$ cat config.mk
export PLATFORM = sky130hd
export DESIGN_NAME = rprb_bank
export DESIGN_NICKNAME = d
export VERILOG_FILES = /design/src/include/rprb_pkg.sv /design/src/hdl/rprb_bank.sv
export SDC_FILE = /design/constraint.sdc
export NUM_CORES = 1
export LEC_CHECK = 0
export BUFFER_PORTS_ARGS = -buffer_cell sky130_fd_sc_hd__buf_2
export CORE_UTILIZATION = 45
export CTS_CLUSTER_SIZE = 28
export DETAILED_ROUTE_END_ITERATION = 12
export PLACE_DENSITY_LB_ADDON = 0.1
export SYNTH_ARGS = -nofsm -noshare
export SYNTH_HDL_FRONTEND = slang
export SYNTH_SLANG_ARGS = --single-unit
$ cat constraint.sdc
create_clock -name sys_clk -period 34.1 [get_ports sys_clk]
set_clock_uncertainty 0.15 [all_clocks]
set_input_delay 1.705 -clock sys_clk [delete_from_list [all_inputs] [get_ports sys_clk]]
set_output_delay 1.705 -clock sys_clk [all_outputs]
set_load 0.05 [all_outputs]
$ cat src/include/rprb_pkg.sv
package rprb_pkg;

	// Byte addresses of the bank (tail of one profile, head of the next)
	localparam logic [15:0] ADDR_REF_DIV = 16'h069E;
	localparam logic [15:0] ADDR_FB_INT = 16'h06A2;
	localparam logic [15:0] ADDR_FRAC = 16'h06A6;
	localparam logic [15:0] ADDR_PL_THR = 16'h06A9;
	localparam logic [15:0] ADDR_PL_FILL = 16'h06AB;
	localparam logic [15:0] ADDR_PL_DRAIN = 16'h06AC;
	localparam logic [15:0] ADDR_FL_THR = 16'h06AD;
	localparam logic [15:0] ADDR_FL_FILL = 16'h06B0;
	localparam logic [15:0] ADDR_FL_DRAIN = 16'h06B1;
	localparam logic [15:0] ADDR_PRIO = 16'h06B2;
	localparam logic [15:0] ADDR_PERIOD = 16'h06B3;
	localparam logic [15:0] ADDR_PERIOD_PAD = 16'h06B8;
	localparam logic [15:0] ADDR_INNER_TOL = 16'h06BA;
	localparam logic [15:0] ADDR_OUTER_TOL = 16'h06BD;
	localparam logic [15:0] ADDR_VALID_TMR = 16'h06C0;
	localparam logic [15:0] ADDR_REDET_TMR = 16'h06C2;
	localparam int NBYTES = 38;

	// Writable-bit masks of the partial bytes
	localparam logic [7:0] MASK_FULL = 8'hFF;
	localparam logic [7:0] MASK_NONE = 8'h00;
	localparam logic [7:0] MASK_REF_DIV_TOP = 8'h3F;
	localparam logic [7:0] MASK_NIBBLE_LO = 8'h0F;
	localparam logic [7:0] MASK_FRAC_MID = 8'hF3;
	localparam logic [7:0] MASK_FRAC_TOP = 8'h3F;
	localparam logic [7:0] MASK_PRIO = 8'hBF;

	// Field positions inside the priorities byte
	localparam int PRIO_SCALE_BIT = 7;
	localparam int PRIO_PROM_LSB = 3;
	localparam int PRIO_SEL_LSB = 0;

	// Reset value of every stored byte
	localparam logic [7:0] RST_BYTE = 8'h00;

	// Numbers used by the consumers
	localparam logic [25:0] PS_PER_NS = 26'h00003E8;
	localparam logic [19:0] FB_DIV_MIN = 20'h00007;

	// Decoded view of the first profile's tail
	typedef struct packed {
		logic [30:0] ref_div_ratio;
		logic [20:0] fb_div_ratio;
		logic fb_below_min;
		logic [9:0] frac_u;
		logic [9:0] frac_v;
		logic [25:0] pl_thr_ps;
		logic [7:0] pl_fill;
		logic [7:0] pl_drain;
		logic [23:0] fl_thr_ps;
		logic [7:0] fl_fill;
		logic [7:0] fl_drain;
	} rprb_tail_t;

	// Decoded view of the second profile's head
	typedef struct packed {
		logic pl_scale_ns;
		logic [2:0] sel_prio;
		logic [2:0] prom_prio;
		logic [2:0] eff_prio;
		logic prio_order_bad;
		logic [39:0] ref_period_fs;
		logic [19:0] inner_tol;
		logic [19:0] outer_tol;
		logic [15:0] valid_ms;
		logic [15:0] redet_ms;
	} rprb_head_t;

endpackage

$ cat src/hdl/rprb_bank.sv
module rprb_bank (
	// Clock and reset
	input wire logic sys_clk,
	input wire logic rst_n,
	// Register port
	input wire logic [15:0] reg_addr,
	input wire logic [7:0] reg_wdata,
	input wire logic reg_wr,
	input wire logic reg_rd,
	output logic [7:0] reg_rdata,
	// Status from neighbouring logic, same clock
	input wire logic tail_pl_scale_ns,
	input wire logic head_ref_active,
	// Decoded settings to the consumers
	output rprb_pkg::rprb_tail_t tail_cfg,
	output rprb_pkg::rprb_head_t head_cfg
);
	import rprb_pkg::*;

	// Reset synchroniser stages
	logic rst_meta_q;
	logic rst_q;
	// Byte storage
	logic [7:0] mem_q [NBYTES];
	// Decode of the current address
	logic hit;
	logic [5:0] hit_idx;
	logic [15:0] rel_addr;
	// Next values of the decoded views
	rprb_tail_t tail_d;
	rprb_head_t head_d;

	// Byte index of an absolute address
	function automatic logic [5:0] idx(input logic [15:0] a);
		logic [15:0] r;
		r = a - ADDR_REF_DIV;
		return r[5:0];
	endfunction

	// Writable bits of each byte; the rest stay zero
	function automatic logic [7:0] wmask(input logic [5:0] i);
		logic [7:0] m;
		m = MASK_FULL;
		if (i == idx(ADDR_REF_DIV + 16'h0003)) begin
			m = MASK_REF_DIV_TOP;
		end else if (i == idx(ADDR_FB_INT + 16'h0002)) begin
			m = MASK_NIBBLE_LO;
		end else if (i == idx(ADDR_FB_INT + 16'h0003)) begin
			m = MASK_NONE;
		end else if (i == idx(ADDR_FRAC + 16'h0001)) begin
			m = MASK_FRAC_MID;
		end else if (i == idx(ADDR_FRAC + 16'h0002)) begin
			m = MASK_FRAC_TOP;
		end else if (i == idx(ADDR_PRIO)) begin
			m = MASK_PRIO;
		end else if (i == idx(ADDR_PERIOD_PAD) || i == idx(ADDR_PERIOD_PAD + 16'h0001)) begin
			// Padding is never stored, so zeros read back whatever arrives
			m = MASK_NONE;
		end else if (i == idx(ADDR_INNER_TOL + 16'h0002)) begin
			m = MASK_NIBBLE_LO;
		end else if (i == idx(ADDR_OUTER_TOL + 16'h0002)) begin
			m = MASK_NIBBLE_LO;
		end
		return m;
	endfunction

	// Stored byte at an absolute address
	function automatic logic [7:0] at(input logic [15:0] a);
		return mem_q[idx(a)];
	endfunction

	// Reset release through two flops
	always_ff @(posedge sys_clk or negedge rst_n) begin
		if (!rst_n) begin
			rst_meta_q <= 1'b0;
			rst_q <= 1'b0;
		end else begin
			rst_meta_q <= 1'b1;
			rst_q <= rst_meta_q;
		end
	end

	// Address decode, out-of-range addresses miss
	always_comb begin
		rel_addr = reg_addr - ADDR_REF_DIV;
		hit_idx = rel_addr[5:0];
		hit = (rel_addr < 16'(NBYTES));
	end

	// One storage process per byte
	for (genvar i = 0; i < NBYTES; i++) begin : g_byte
		always_ff @(posedge sys_clk or negedge rst_q) begin
			if (!rst_q) begin
				mem_q[i] <= RST_BYTE;
			end else if (reg_wr && hit && hit_idx == 6'(i)) begin
				// Masked bits drop the write
				mem_q[i] <= reg_wdata & wmask(6'(i));
			end
		end
	end

	// Read data stands only in the cycle after the strobe
	always_ff @(posedge sys_clk or negedge rst_q) begin
		if (!rst_q) begin
			reg_rdata <= 8'h00;
		end else if (reg_rd && hit) begin
			reg_rdata <= mem_q[hit_idx];
		end else begin
			// Unmapped reads and idle cycles give zero
			reg_rdata <= 8'h00;
		end
	end

	// Decode of the first profile's tail
	always_comb begin
		logic [29:0] r_raw;
		logic [19:0] s_raw;
		logic [15:0] pl_raw;
		r_raw = {mem_q[idx(ADDR_REF_DIV + 16'h0003)][5:0], at(ADDR_REF_DIV + 16'h0002),
			at(ADDR_REF_DIV + 16'h0001), at(ADDR_REF_DIV)};
		s_raw = {mem_q[idx(ADDR_FB_INT + 16'h0002)][3:0], at(ADDR_FB_INT + 16'h0001),
			at(ADDR_FB_INT)};
		pl_raw = {at(ADDR_PL_THR + 16'h0001), at(ADDR_PL_THR)};
		tail_d.ref_div_ratio = {1'b0, r_raw} + 31'h00000001;
		tail_d.fb_div_ratio = {1'b0, s_raw} + 21'h000001;
		// Flag only; the divider still runs with what was written
		tail_d.fb_below_min = (s_raw < FB_DIV_MIN);
		// Split fraction fields
		tail_d.frac_v = {mem_q[idx(ADDR_FRAC + 16'h0001)][1:0], at(ADDR_FRAC)};
		tail_d.frac_u = {mem_q[idx(ADDR_FRAC + 16'h0002)][5:0],
			mem_q[idx(ADDR_FRAC + 16'h0001)][7:4]};
		// The first profile's priorities byte lies outside this bank, so its
		// scale bit arrives on a port from the neighbouring bank
		// Scale bit is the port tail_pl_scale_ns, not the second profile's priorities byte at ADDR_PRIO
		if (tail_pl_scale_ns) begin
			tail_d.pl_thr_ps = 26'(pl_raw) * PS_PER_NS;
		end else begin
			tail_d.pl_thr_ps = 26'(pl_raw);
		end
		tail_d.pl_fill = at(ADDR_PL_FILL);
		tail_d.pl_drain = at(ADDR_PL_DRAIN);
		tail_d.fl_thr_ps = {at(ADDR_FL_THR + 16'h0002), at(ADDR_FL_THR + 16'h0001),
			at(ADDR_FL_THR)};
		tail_d.fl_fill = at(ADDR_FL_FILL);
		tail_d.fl_drain = at(ADDR_FL_DRAIN);
	end

	// Decode of the second profile's head
	always_comb begin
		logic [7:0] pr;
		pr = at(ADDR_PRIO);
		head_d.pl_scale_ns = pr[PRIO_SCALE_BIT];
		head_d.sel_prio = pr[PRIO_SEL_LSB +: 3];
		head_d.prom_prio = pr[PRIO_PROM_LSB +: 3];
		// Active reference ranks by its promoted level
		head_d.eff_prio = head_ref_active ? pr[PRIO_PROM_LSB +: 3] : pr[PRIO_SEL_LSB +: 3];
		// Misprogramming is reported, not corrected
		head_d.prio_order_bad = (pr[PRIO_PROM_LSB +: 3] > pr[PRIO_SEL_LSB +: 3]);
		head_d.ref_period_fs = {at(ADDR_PERIOD + 16'h0004), at(ADDR_PERIOD + 16'h0003),
			at(ADDR_PERIOD + 16'h0002), at(ADDR_PERIOD + 16'h0001), at(ADDR_PERIOD)};
		head_d.inner_tol = {mem_q[idx(ADDR_INNER_TOL + 16'h0002)][3:0],
			at(ADDR_INNER_TOL + 16'h0001), at(ADDR_INNER_TOL)};
		head_d.outer_tol = {mem_q[idx(ADDR_OUTER_TOL + 16'h0002)][3:0],
			at(ADDR_OUTER_TOL + 16'h0001), at(ADDR_OUTER_TOL)};
		head_d.valid_ms = {at(ADDR_VALID_TMR + 16'h0001), at(ADDR_VALID_TMR)};
		head_d.redet_ms = {at(ADDR_REDET_TMR + 16'h0001), at(ADDR_REDET_TMR)};
	end

	// Registered outputs, one cycle behind storage
	always_ff @(posedge sys_clk or negedge rst_q) begin
		if (!rst_q) begin
			tail_cfg <= '0;
			head_cfg <= '0;
		end else begin
			tail_cfg <= tail_d;
			head_cfg <= head_d;
		end
	end

	// Divider ratios follow the stored bytes
	AST_REF_DIV: assert property (@(posedge sys_clk) disable iff (!rst_q)
		$past(rst_q) |-> tail_cfg.ref_div_ratio ==
		{1'b0, $past(mem_q[3][5:0]), $past(mem_q[2]), $past(mem_q[1]), $past(mem_q[0])}
		+ 31'h00000001)
		else $error("reference divide ratio is not stored value plus one");

	// Feedback ratio carries one extra bit so the plus one never wraps
	AST_FB_DIV: assert property (@(posedge sys_clk) disable iff (!rst_q)
		$past(rst_q) |-> tail_cfg.fb_div_ratio ==
		{1'b0, $past(mem_q[6][3:0]), $past(mem_q[5]), $past(mem_q[4])} + 21'h000001)
		else $error("feedback divide ratio is not stored value plus one");

	// Nanosecond mode multiplies the raw threshold by the ps-per-ns factor
	AST_PL_SCALE: assert property (@(posedge sys_clk) disable iff (!rst_q)
		$past(rst_q) && $past(tail_pl_scale_ns) |->
		tail_cfg.pl_thr_ps == 26'({$past(mem_q[12]), $past(mem_q[11])}) * PS_PER_NS)
		else $error("phase threshold not scaled to nanoseconds");

	// Second profile takes its scale bit from its own priorities byte
	AST_HEAD_SCALE: assert property (@(posedge sys_clk) disable iff (!rst_q)
		$past(rst_q) |-> head_cfg.pl_scale_ns == $past(mem_q[20][7]))
		else $error("scale bit not taken from priorities byte");

	// Active status one edge back picks which field ranks the reference
	AST_EFF_PRIO: assert property (@(posedge sys_clk) disable iff (!rst_q)
		$past(rst_q) |-> head_cfg.eff_prio ==
		($past(head_ref_active) ? head_cfg.prom_prio : head_cfg.sel_prio))
		else $error("effective priority wrong for active state");

	// Period ends: lowest address is the least significant byte
	AST_PERIOD: assert property (@(posedge sys_clk) disable iff (!rst_q)
		$past(rst_q) |-> head_cfg.ref_period_fs[7:0] == $past(mem_q[21])
		&& head_cfg.ref_period_fs[39:32] == $past(mem_q[25]))
		else $error("reference period byte order wrong");

	// High bytes of both timers sit at the higher address
	AST_TIMERS: assert property (@(posedge sys_clk) disable iff (!rst_q)
		$past(rst_q) |-> head_cfg.valid_ms[15:8] == $past(mem_q[35])
		&& head_cfg.redet_ms[15:8] == $past(mem_q[37]))
		else $error("timer high byte not from higher address");

	// Fraction fields are spread over split nibbles and bit pairs
	AST_FRAC: assert property (@(posedge sys_clk) disable iff (!rst_q)
		$past(rst_q) |-> tail_cfg.frac_u == {$past(mem_q[10][5:0]), $past(mem_q[9][7:4])}
		&& tail_cfg.frac_v[9:8] == $past(mem_q[9][1:0]))
		else $error("fraction fields assembled wrongly");

	// The fully unused divider byte never stores; write and read are watched
	// apart so that a read of some other byte is never taken for this one
	AST_UNUSED: assert property (@(posedge sys_clk) disable iff (!rst_q)
		reg_wr && hit && hit_idx == 6'h07 |=> mem_q[7] == 8'h00)
		else $error("unused byte stored a write");

	AST_UNUSED_RD: assert property (@(posedge sys_clk) disable iff (!rst_q)
		reg_rd && hit && hit_idx == 6'h07 |=> reg_rdata == 8'h00)
		else $error("unused byte read back nonzero");

	// Read data stands for one cycle only, then falls back to zero
	AST_RDATA: assert property (@(posedge sys_clk) disable iff (!rst_q)
		!$past(reg_rd) && $past(rst_q) |-> reg_rdata == 8'h00)
		else $error("read data present outside the read answer cycle");

	// Outer tolerance top nibble from the low half of its third byte
	AST_TOL: assert property (@(posedge sys_clk) disable iff (!rst_q)
		$past(rst_q) |-> head_cfg.outer_tol[19:16] == $past(mem_q[33][3:0]))
		else $error("outer tolerance top nibble misplaced");

	// Read port: the answer is the stored byte as it stood at the strobe edge
	AST_RD_BYTE: assert property (@(posedge sys_clk) disable iff (!rst_q)
		reg_rd && hit |=> reg_rdata == $past(mem_q[hit_idx]))
		else $error("read answer differs from stored byte");

	// Addresses outside the bank answer zero, so a stray read is harmless
	AST_RD_MISS: assert property (@(posedge sys_clk) disable iff (!rst_q)
		reg_rd && !hit |=> reg_rdata == 8'h00)
		else $error("unmapped read answered nonzero");

	// A write lands at once with only its writable bits
	AST_WR_LANDS: assert property (@(posedge sys_clk) disable iff (!rst_q)
		reg_wr && hit |=> mem_q[$past(hit_idx)] == ($past(reg_wdata) & wmask($past(hit_idx))))
		else $error("write did not land with its writable bits");

	// Partial bytes never hold a bit outside their mask, whatever software sends
	AST_MASKS: assert property (@(posedge sys_clk) disable iff (!rst_q)
		(mem_q[3] & ~MASK_REF_DIV_TOP) == 8'h00 && (mem_q[6] & ~MASK_NIBBLE_LO) == 8'h00
		&& (mem_q[9] & ~MASK_FRAC_MID) == 8'h00 && (mem_q[10] & ~MASK_FRAC_TOP) == 8'h00
		&& (mem_q[20] & ~MASK_PRIO) == 8'h00 && (mem_q[30] & ~MASK_NIBBLE_LO) == 8'h00
		&& (mem_q[33] & ~MASK_NIBBLE_LO) == 8'h00)
		else $error("unused bit held in a partial byte");

	// Padding after the period is never stored, so it always reads as zeros
	AST_PAD: assert property (@(posedge sys_clk) disable iff (!rst_q)
		mem_q[26] == 8'h00 && mem_q[27] == 8'h00)
		else $error("period padding holds a value");

	// Picosecond mode passes the raw threshold through unscaled
	AST_PL_PS: assert property (@(posedge sys_clk) disable iff (!rst_q)
		$past(rst_q) && !$past(tail_pl_scale_ns) |->
		tail_cfg.pl_thr_ps == 26'({$past(mem_q[12]), $past(mem_q[11])}))
		else $error("phase threshold scaled in picosecond mode");

	// Both priority fields come straight from the priorities byte
	AST_SEL_PRIO: assert property (@(posedge sys_clk) disable iff (!rst_q)
		$past(rst_q) |-> head_cfg.sel_prio == $past(mem_q[20][2:0]))
		else $error("selection priority not from its field");

	AST_PROM_PRIO: assert property (@(posedge sys_clk) disable iff (!rst_q)
		$past(rst_q) |-> head_cfg.prom_prio == $past(mem_q[20][5:3]))
		else $error("promoted priority not from its field");

	// Effective rank against the raw byte, independent of the decoded fields
	AST_PROM_ACTIVE: assert property (@(posedge sys_clk) disable iff (!rst_q)
		$past(rst_q) && $past(head_ref_active) |-> head_cfg.eff_prio == $past(mem_q[20][5:3]))
		else $error("active reference not ranked by promoted priority");

	AST_SEL_IDLE: assert property (@(posedge sys_clk) disable iff (!rst_q)
		$past(rst_q) && !$past(head_ref_active) |-> head_cfg.eff_prio == $past(mem_q[20][2:0]))
		else $error("idle reference not ranked by selection priority");

	// Order flag only reports; the stored fields stay as written
	AST_PRIO_FLAG: assert property (@(posedge sys_clk) disable iff (!rst_q)
		$past(rst_q) |-> head_cfg.prio_order_bad == (head_cfg.prom_prio > head_cfg.sel_prio))
		else $error("priority order flag wrong");

	// Stored value below the minimum is a ratio below the minimum plus one
	AST_FB_MIN: assert property (@(posedge sys_clk) disable iff (!rst_q)
		$past(rst_q) |-> tail_cfg.fb_below_min ==
		(tail_cfg.fb_div_ratio < {1'b0, FB_DIV_MIN} + 21'h000001))
		else $error("feedback minimum flag wrong");

	// The extra bit of each ratio keeps an all-ones field from wrapping to zero
	AST_RATIO_NZ: assert property (@(posedge sys_clk) disable iff (!rst_q)
		$past(rst_q) |-> tail_cfg.ref_div_ratio != 31'h00000000
		&& tail_cfg.fb_div_ratio != 21'h000000)
		else $error("divide ratio wrapped to zero");

	// Lock detector fields, lowest address as least significant byte
	AST_FL_THR: assert property (@(posedge sys_clk) disable iff (!rst_q)
		$past(rst_q) |-> tail_cfg.fl_thr_ps ==
		{$past(mem_q[17]), $past(mem_q[16]), $past(mem_q[15])})
		else $error("frequency threshold byte order wrong");

	AST_PL_RATES: assert property (@(posedge sys_clk) disable iff (!rst_q)
		$past(rst_q) |-> tail_cfg.pl_fill == $past(mem_q[13])
		&& tail_cfg.pl_drain == $past(mem_q[14]))
		else $error("phase detector rates swapped or lost");

	AST_FL_RATES: assert property (@(posedge sys_clk) disable iff (!rst_q)
		$past(rst_q) |-> tail_cfg.fl_fill == $past(mem_q[18])
		&& tail_cfg.fl_drain == $past(mem_q[19]))
		else $error("frequency detector rates swapped or lost");

	// Middle bytes of the period, between the two ends checked above
	AST_PERIOD_MID: assert property (@(posedge sys_clk) disable iff (!rst_q)
		$past(rst_q) |-> head_cfg.ref_period_fs[31:8] ==
		{$past(mem_q[24]), $past(mem_q[23]), $past(mem_q[22])})
		else $error("reference period middle bytes wrong");

	AST_TIMERS_LO: assert property (@(posedge sys_clk) disable iff (!rst_q)
		$past(rst_q) |-> head_cfg.valid_ms[7:0] == $past(mem_q[34])
		&& head_cfg.redet_ms[7:0] == $past(mem_q[36]))
		else $error("timer low byte not from lower address");

	// Tolerances: the top nibble of each sits in the low half of its third byte
	AST_INNER_TOL: assert property (@(posedge sys_clk) disable iff (!rst_q)
		$past(rst_q) |-> head_cfg.inner_tol ==
		{$past(mem_q[30][3:0]), $past(mem_q[29]), $past(mem_q[28])})
		else $error("inner tolerance assembled wrongly");

	AST_OUTER_LO: assert property (@(posedge sys_clk) disable iff (!rst_q)
		$past(rst_q) |-> head_cfg.outer_tol[15:0] == {$past(mem_q[32]), $past(mem_q[31])})
		else $error("outer tolerance low bytes wrong");

	// Low byte of the second fraction field
	AST_FRAC_V_LO: assert property (@(posedge sys_clk) disable iff (!rst_q)
		$past(rst_q) |-> tail_cfg.frac_v[7:0] == $past(mem_q[8]))
		else $error("fraction low byte wrong");

endmodule

# After elaboration in Yosys (flattened, before gate mapping)
# Cells that the tools add are included.
# word_totals
out_inout_bits	286
word_cells	146
register_bits	549
in_bits	30
# classes
reduce_logical	38
mux	6
bitwise	1
mul	1
order_cmp	4
n_eq_ne	34
addsub	3
# op_table
op	count
== test 6 x 5 -> 1 bit (second input constant)	14
binary-select mux 8 bit (select 6 bit)	1
== test 6 x 4 -> 1 bit (second input constant)	8
logical AND 1 bit	37
== test 6 bit (second input constant)	6
adder 30 x 1 -> 31 bit (second input constant)	1
2-to-1 mux 26 bit	1
2-to-1 mux 8 bit	3
multiplier 16 x 7 -> 23 bit (second input constant)	1
adder 20 x 1 -> 21 bit (second input constant)	1
< comparator 20 x 3 -> 1 bit (second input constant)	1
== test 6 x 3 -> 1 bit (second input constant)	3
< comparator 16 x 6 -> 1 bit (second input constant)	1
subtractor 16 x 11 -> 16 bit (second input constant)	1
== test 6 x 2 -> 1 bit (second input constant)	2
greater-or-equal comparator 7 bit (second input constant)	1
inverter 6 -> 7 bit	1
== test 6 x 1 -> 1 bit (second input constant)	1
logical NOT 6 bit	1
greater-than comparator 3 bit	1
2-to-1 mux 3 bit	1

# Depth between registers and ports, before layout
# depth
depth_word	6
depth_mapped	17
mapped_depth_nobuf	16

# Worst setup path after synthesis
# Ideal clock, no wire load.
# synth_timing
path_type	input-to-reg
start	input reg_addr[1]
end	register mem_q (netlist bit head_d[89])
setup_slack_ns	29.212
n_path_buf	3
t_required_ns	33.825
arrival_time_ns	4.613
setup_time_ns	0.125
stages	11
cell_sequence	ha_1 -> buf_2 -> a311o_1 -> o21bai_1 -> xor2_1 -> or4_1 -> buf_2 -> or4_1 -> buf_4 -> nor3_4 -> mux2_2
# synth_between
elab_chain_len	4
elab_cells_between_ends	5
cone_classes	add/sub: 1; order compare: 1; eq/ne: 1; reduce/logical: 2
# synth_lines
item	line	rtl
start, declared	rprb_bank.sv:6	input wire logic [15:0] reg_addr,
subtractor 16 x 11 -> 16 bit (*)	rprb_bank.sv:85	rel_addr = reg_addr - ADDR_REF_DIV;
< comparator 16 x 6 -> 1 bit	rprb_bank.sv:87	hit = (rel_addr < 16'(NBYTES));
logical AND 1 bit	rprb_bank.sv:95	end else if (reg_wr && hit && hit_idx == 6'(i)) begin
logical AND 1 bit (*)	rprb_bank.sv:95	
end signal, assigned by index	rprb_bank.sv:97	mem_q[i] <= reg_wdata & wmask(6'(i));
end, declared	rprb_bank.sv:24	logic [7:0] mem_q [NBYTES];
# Every way passes the cells marked *; elsewhere a longest branch is shown, timed or not.
# A chain may end at the register's enable or synchronous reset.

# Final worst setup path
# layout_timing
start	input reg_addr[1]
end	register mem_q (netlist bit head_d[90])
# The elaborated chain is that of the path after synthesis.

==> results list <==
- The run finished with clean final reports.
- The final layout contains between 2000 and 2500 nets.
* Post-synthesis mux area share: 0.183
* IO Port Bufs: between 300 and 400
- Worst r2r src: mem_q[208]
- Crit-path slowest cell: sky130_fd_sc_hd__or4_1
* Share of synthesized cell area in full adder, half adder and majority cells: 0.0763
* Worst path top cell family by delay: simple AND/OR/NAND/NOR gates
- Clock transition at the register clock pins on the worst setup and hold paths after CTS: approximately 0.060 ns
* Fraction of the cycle the final worst path needs: 0.163
- After global routing the overflow that remains totals 0.
- For this run, the number of Yosys warnings is 0.
* Final count of pins violating max slew: 0
- The via count of the first global-routing pass was approximately 15000.
- TritonCTS built the clock tree.
- In this run, synthesis inferred 0 flip-flops with an integrated enable.
* Average size of a mapped cell: about 14 sq um
* Starting density of the core: 0.458
- Number of antenna violations at the first check in global routing: 10
- Class of the most critical setup path: in -> reg
- Gate count of the mapped netlist: ~1700
* Power density over cell area: 48.4 mW/mm^2
- Post-synth design cell area: 0.0237 sq mm
* DRT Wirelength: about 65000 um
- Using the TritonRoute via totals, the vias-per-cell ratio works out to around 5.5.
- Worst slew slack as a fraction of its limit: 0.277
- The HPWL after detailed placement is around 46000 um.
- Cell area after placement: 0.0260 sq mm
- The H-tree was split into 2 levels.
- The clock reaches the later pin of the worst-skew pair after 0.62 ns.
* Area added between synthesis and finish: 17.9%
- Post-synthesis cell type with the largest combined area: sky130_fd_sc_hd__dfrtp_1
- Tightest Pin Transition: 1.08 ns
* Area fraction in and, or, nand and nor cells after synthesis: 0.0632
* Highest Clock Rate: approximately 0.18 GHz
- CP Buf/Inv Count: 1
- Final sum of negative setup slack: 0 ns
- Min-Delay Endpoint: rst_q
- First-pass GRT wire length: 98200 um
* Final-report hold violation count: 0
- The worst setup path is captured at a register.
- Setup slack on the worst reg-to-reg path comes out at 29.00 ns.
- In the synthesized netlist, the cells that appear most often are sky130_fd_sc_hd__dfrtp_1 (549), sky130_fd_sc_hd__mux2_2 (270), sky130_fd_sc_hd__inv_1 (91).
- Die Span Y: between 200 and 250 um
* Area enclosed by the die boundary: 0.0536 sq mm
- Entering global routing, the biggest net connects ~170 pins.
* Max-cap check violation count: 0
* Critical Path RT: between 30 and 40 ns
- Across all hold checks on the routed design, the worst slack comes to between 0.15 and 0.2 ns.
- Total core area: roughly 0.052 sq mm
- Startpoint kind of the worst setup timing path: input pin
- XOR/XNOR share of the synthesized area: 0.0248
* Placer Congestion: about 0.91
- Number of remaining DRC errors: 0
* Combinational family with the most area after synthesis: multiplexers
- Setup violations remaining at the end of the flow were counted as 0.
- In this run the worst hold path is classified as reg -> reg.
- Total of fill cells in the finished design: roughly 4400
- Share of layout cells above drive strength 1: 0.375
* TritonCTS Sinks: about 550
* RSZ-0062 raised after global routing: no
- With fillers left out, the area of the finished cells amounts to approximately 0.028 sq mm.
- For this run, the register share of the synthesized area comes to 0.580.
* Critical path cell sequence: buf_4 -> ha_1 -> and2_1 -> a21oi_1 -> o32a_1 -> or4_1 -> or4_1 -> nor3_4 -> mux2_2
- Crit Path Max Fanout: 42
* Post-CTS setup repair buffer count: 0
- Num ports: 316
* Arrival time worst endpoint: between 5 and 6 ns
- Main synth FF type: sky130_fd_sc_hd__dfrtp_1
* Minimum period implied by the final worst setup slack: approximately 5.5 ns
- Dominant cells by area after synthesis: sky130_fd_sc_hd__dfrtp_1 (58%), sky130_fd_sc_hd__mux2_2 (13%), sky130_fd_sc_hd__fa_1 (4.6%)
- Detail Route Antenna Nets: 0
* Number of vias after detailed routing: around 15000
- Synth Area in Compound Gates: 0.0453
- Largest stage delay on the critical path: around 0.94 ns
- Number of distinct library cells after synthesis: just under 70
- In this run the critical register-to-register path is captured at tail_cfg[80].
* Async set or reset register ratio after synthesis: 1.00
* Power consumption: 1.35 mW
* Worst vdd ir: between 0.00003 and 0.00004 V
* Net Count, Synth: 1821
- The first detailed-routing pass took 5 iterations.
- Leakage: about 15 nW
* Gates resized, CTS repair: 0
- DR WL/cell: between 20 and 25 um
- All-layer global routing usage: 0.247
- Measured on the finished design, the core utilization comes to 0.540.
- Counting stages on the worst path, the most repeated cell is sky130_fd_sc_hd__or4_1.
- Buffers inserted during clock tree synthesis total between 50 and 60.
- Count of hold-fix buffers inserted at cts: 0
- Row count: between 80 and 90
- Synthesis-stage register bit count: between 500 and 600
* Path depth of the worst reg2reg path: 14
* Startpoint of the worst hold path: rst_meta_q
* Portion of synthesized cell area occupied by the leading cell type: 0.580
* CTS Buffer Depth: 3
- In this run the horizontal extent of the chip is around 230 um.
- In this run, the number of DRC markers left after iteration 0 of detailed routing was 1086.
* Root Driver: sky130_fd_sc_hd__clkbuf_16
- sky130_fd_sc_hd__dfrtp_1 is the most common cell in the netlist.
- Cell depth of the worst hold path: 0
metal layers:
layer	vias to the layer above	track usage	part of all wire
li1	6522	-	-
met1	7877	0.353	0.44
met2	428	0.387	0.48
met3	102	0.0491	0.058
met4	14	0.0594	0.022
met5	-	0	0.0013
worst max-delay path by stage:
stage | start | to | slack (ns) | cells past startpoint
3_3_place_gp | reg_addr[1] | head_d[93] | 28.06 | 9
5_1_grt | reg_addr[1] | mem_q[201] | 28.43 | 10
6_report | reg_addr[1] | head_d[90] | 28.56 | 9
4_1_cts | reg_addr[1] | head_d[90] | 28.63 | 9
3_5_place_dp | reg_addr[1] | head_d[90] | 27.98 | 9
2_1_floorplan | rst_q | head_cfg[0] | 17.51 | 0
cells in the final DEF (no fill, tap or decap), types with 39 or more instances in the layout:
cell,Yosys,final
sky130_fd_sc_hd__buf_2,14,313
sky130_fd_sc_hd__mux2_2,270,270
sky130_fd_sc_hd__inv_1,91,91
sky130_fd_sc_hd__o21ai_0,46,46
sky130_fd_sc_hd__clkbuf_16,0,57
sky130_fd_sc_hd__nor2_1,52,52
sky130_fd_sc_hd__nand3_1,39,39
sky130_fd_sc_hd__mux4_2,47,47
sky130_fd_sc_hd__xnor2_1,47,46
sky130_fd_sc_hd__nand2_1,76,76
sky130_fd_sc_hd__ha_1,58,58
sky130_fd_sc_hd__fa_1,54,54
sky130_fd_sc_hd__dfrtp_1,549,548
worst register-to-register path: cells and delay by family, from the launching register on:
kind / cells / cell delay, ns
flip-flops: 1 / 0.51
AO/OA/AOI/OAI: 5 / 1.43
adder cells (fa/ha/maj): 5 / 2.48
AND/OR/NAND/NOR: 1 / 0.16
buffers and inverters: 2 / 0.10
XOR/XNOR: 1 / 0.17
through the flow:
| stage | setup WS [ns] | std cells |
|---|---|---|
| global route | 28.43 | 2716 |
| global placement | 28.06 | 2612 |
| detailed placement | 27.98 | 2612 |
| CTS | 28.63 | 2714 |
| floorplan | 17.51 | 1679 |
| finish | 28.56 | 2717 |
power breakdown:
group / internal (mW) / leakage [nW] / switching, mW
registers: 0.652 / 7.65 / 0.00203
clock network: 0.389 / 0.969 / 0.260
logic: 0.0105 / 6.10 / 0.0390
kinds of logic after synthesis:
| logic type | Yosys count |
|---|---|
| flip-flops | 549 |
| multiplexers | 341 |
| AND/OR/NAND/NOR | 280 |
| buffers and inverters | 166 |
| AO/OA/AOI/OAI | 163 |
| adder cells (fa/ha/maj) | 112 |
| XOR/XNOR | 67 |
| other | 1 |
state kept, by name (all words and copies together) (netlist names):
register	flops
tail_cfg	155
head_d	119
rst_q	1
reg_rdata	8
mem_q	142
rst_meta_q	1
head_cfg	123
layout make-up:
| cell class | instances | area (sq um) | share of cell area |
|---|---|---|---|
| clock inverter | 34 | 420 | 0.0151 |
| inverter | 91 | 342 | 0.0122 |
| clock buffer | 68 | 1540 | 0.0551 |
| multi-input combinational | 964 | 9330 | 0.334 |
| sequential | 549 | 13700 | 0.492 |
| antenna | 3 | 7.51 | 0.000269 |
| timing repair buffer | 328 | 1690 | 0.0606 |
| tap | 680 | 851 | 0.0305 |
Power figures use the tool's default switching activity.
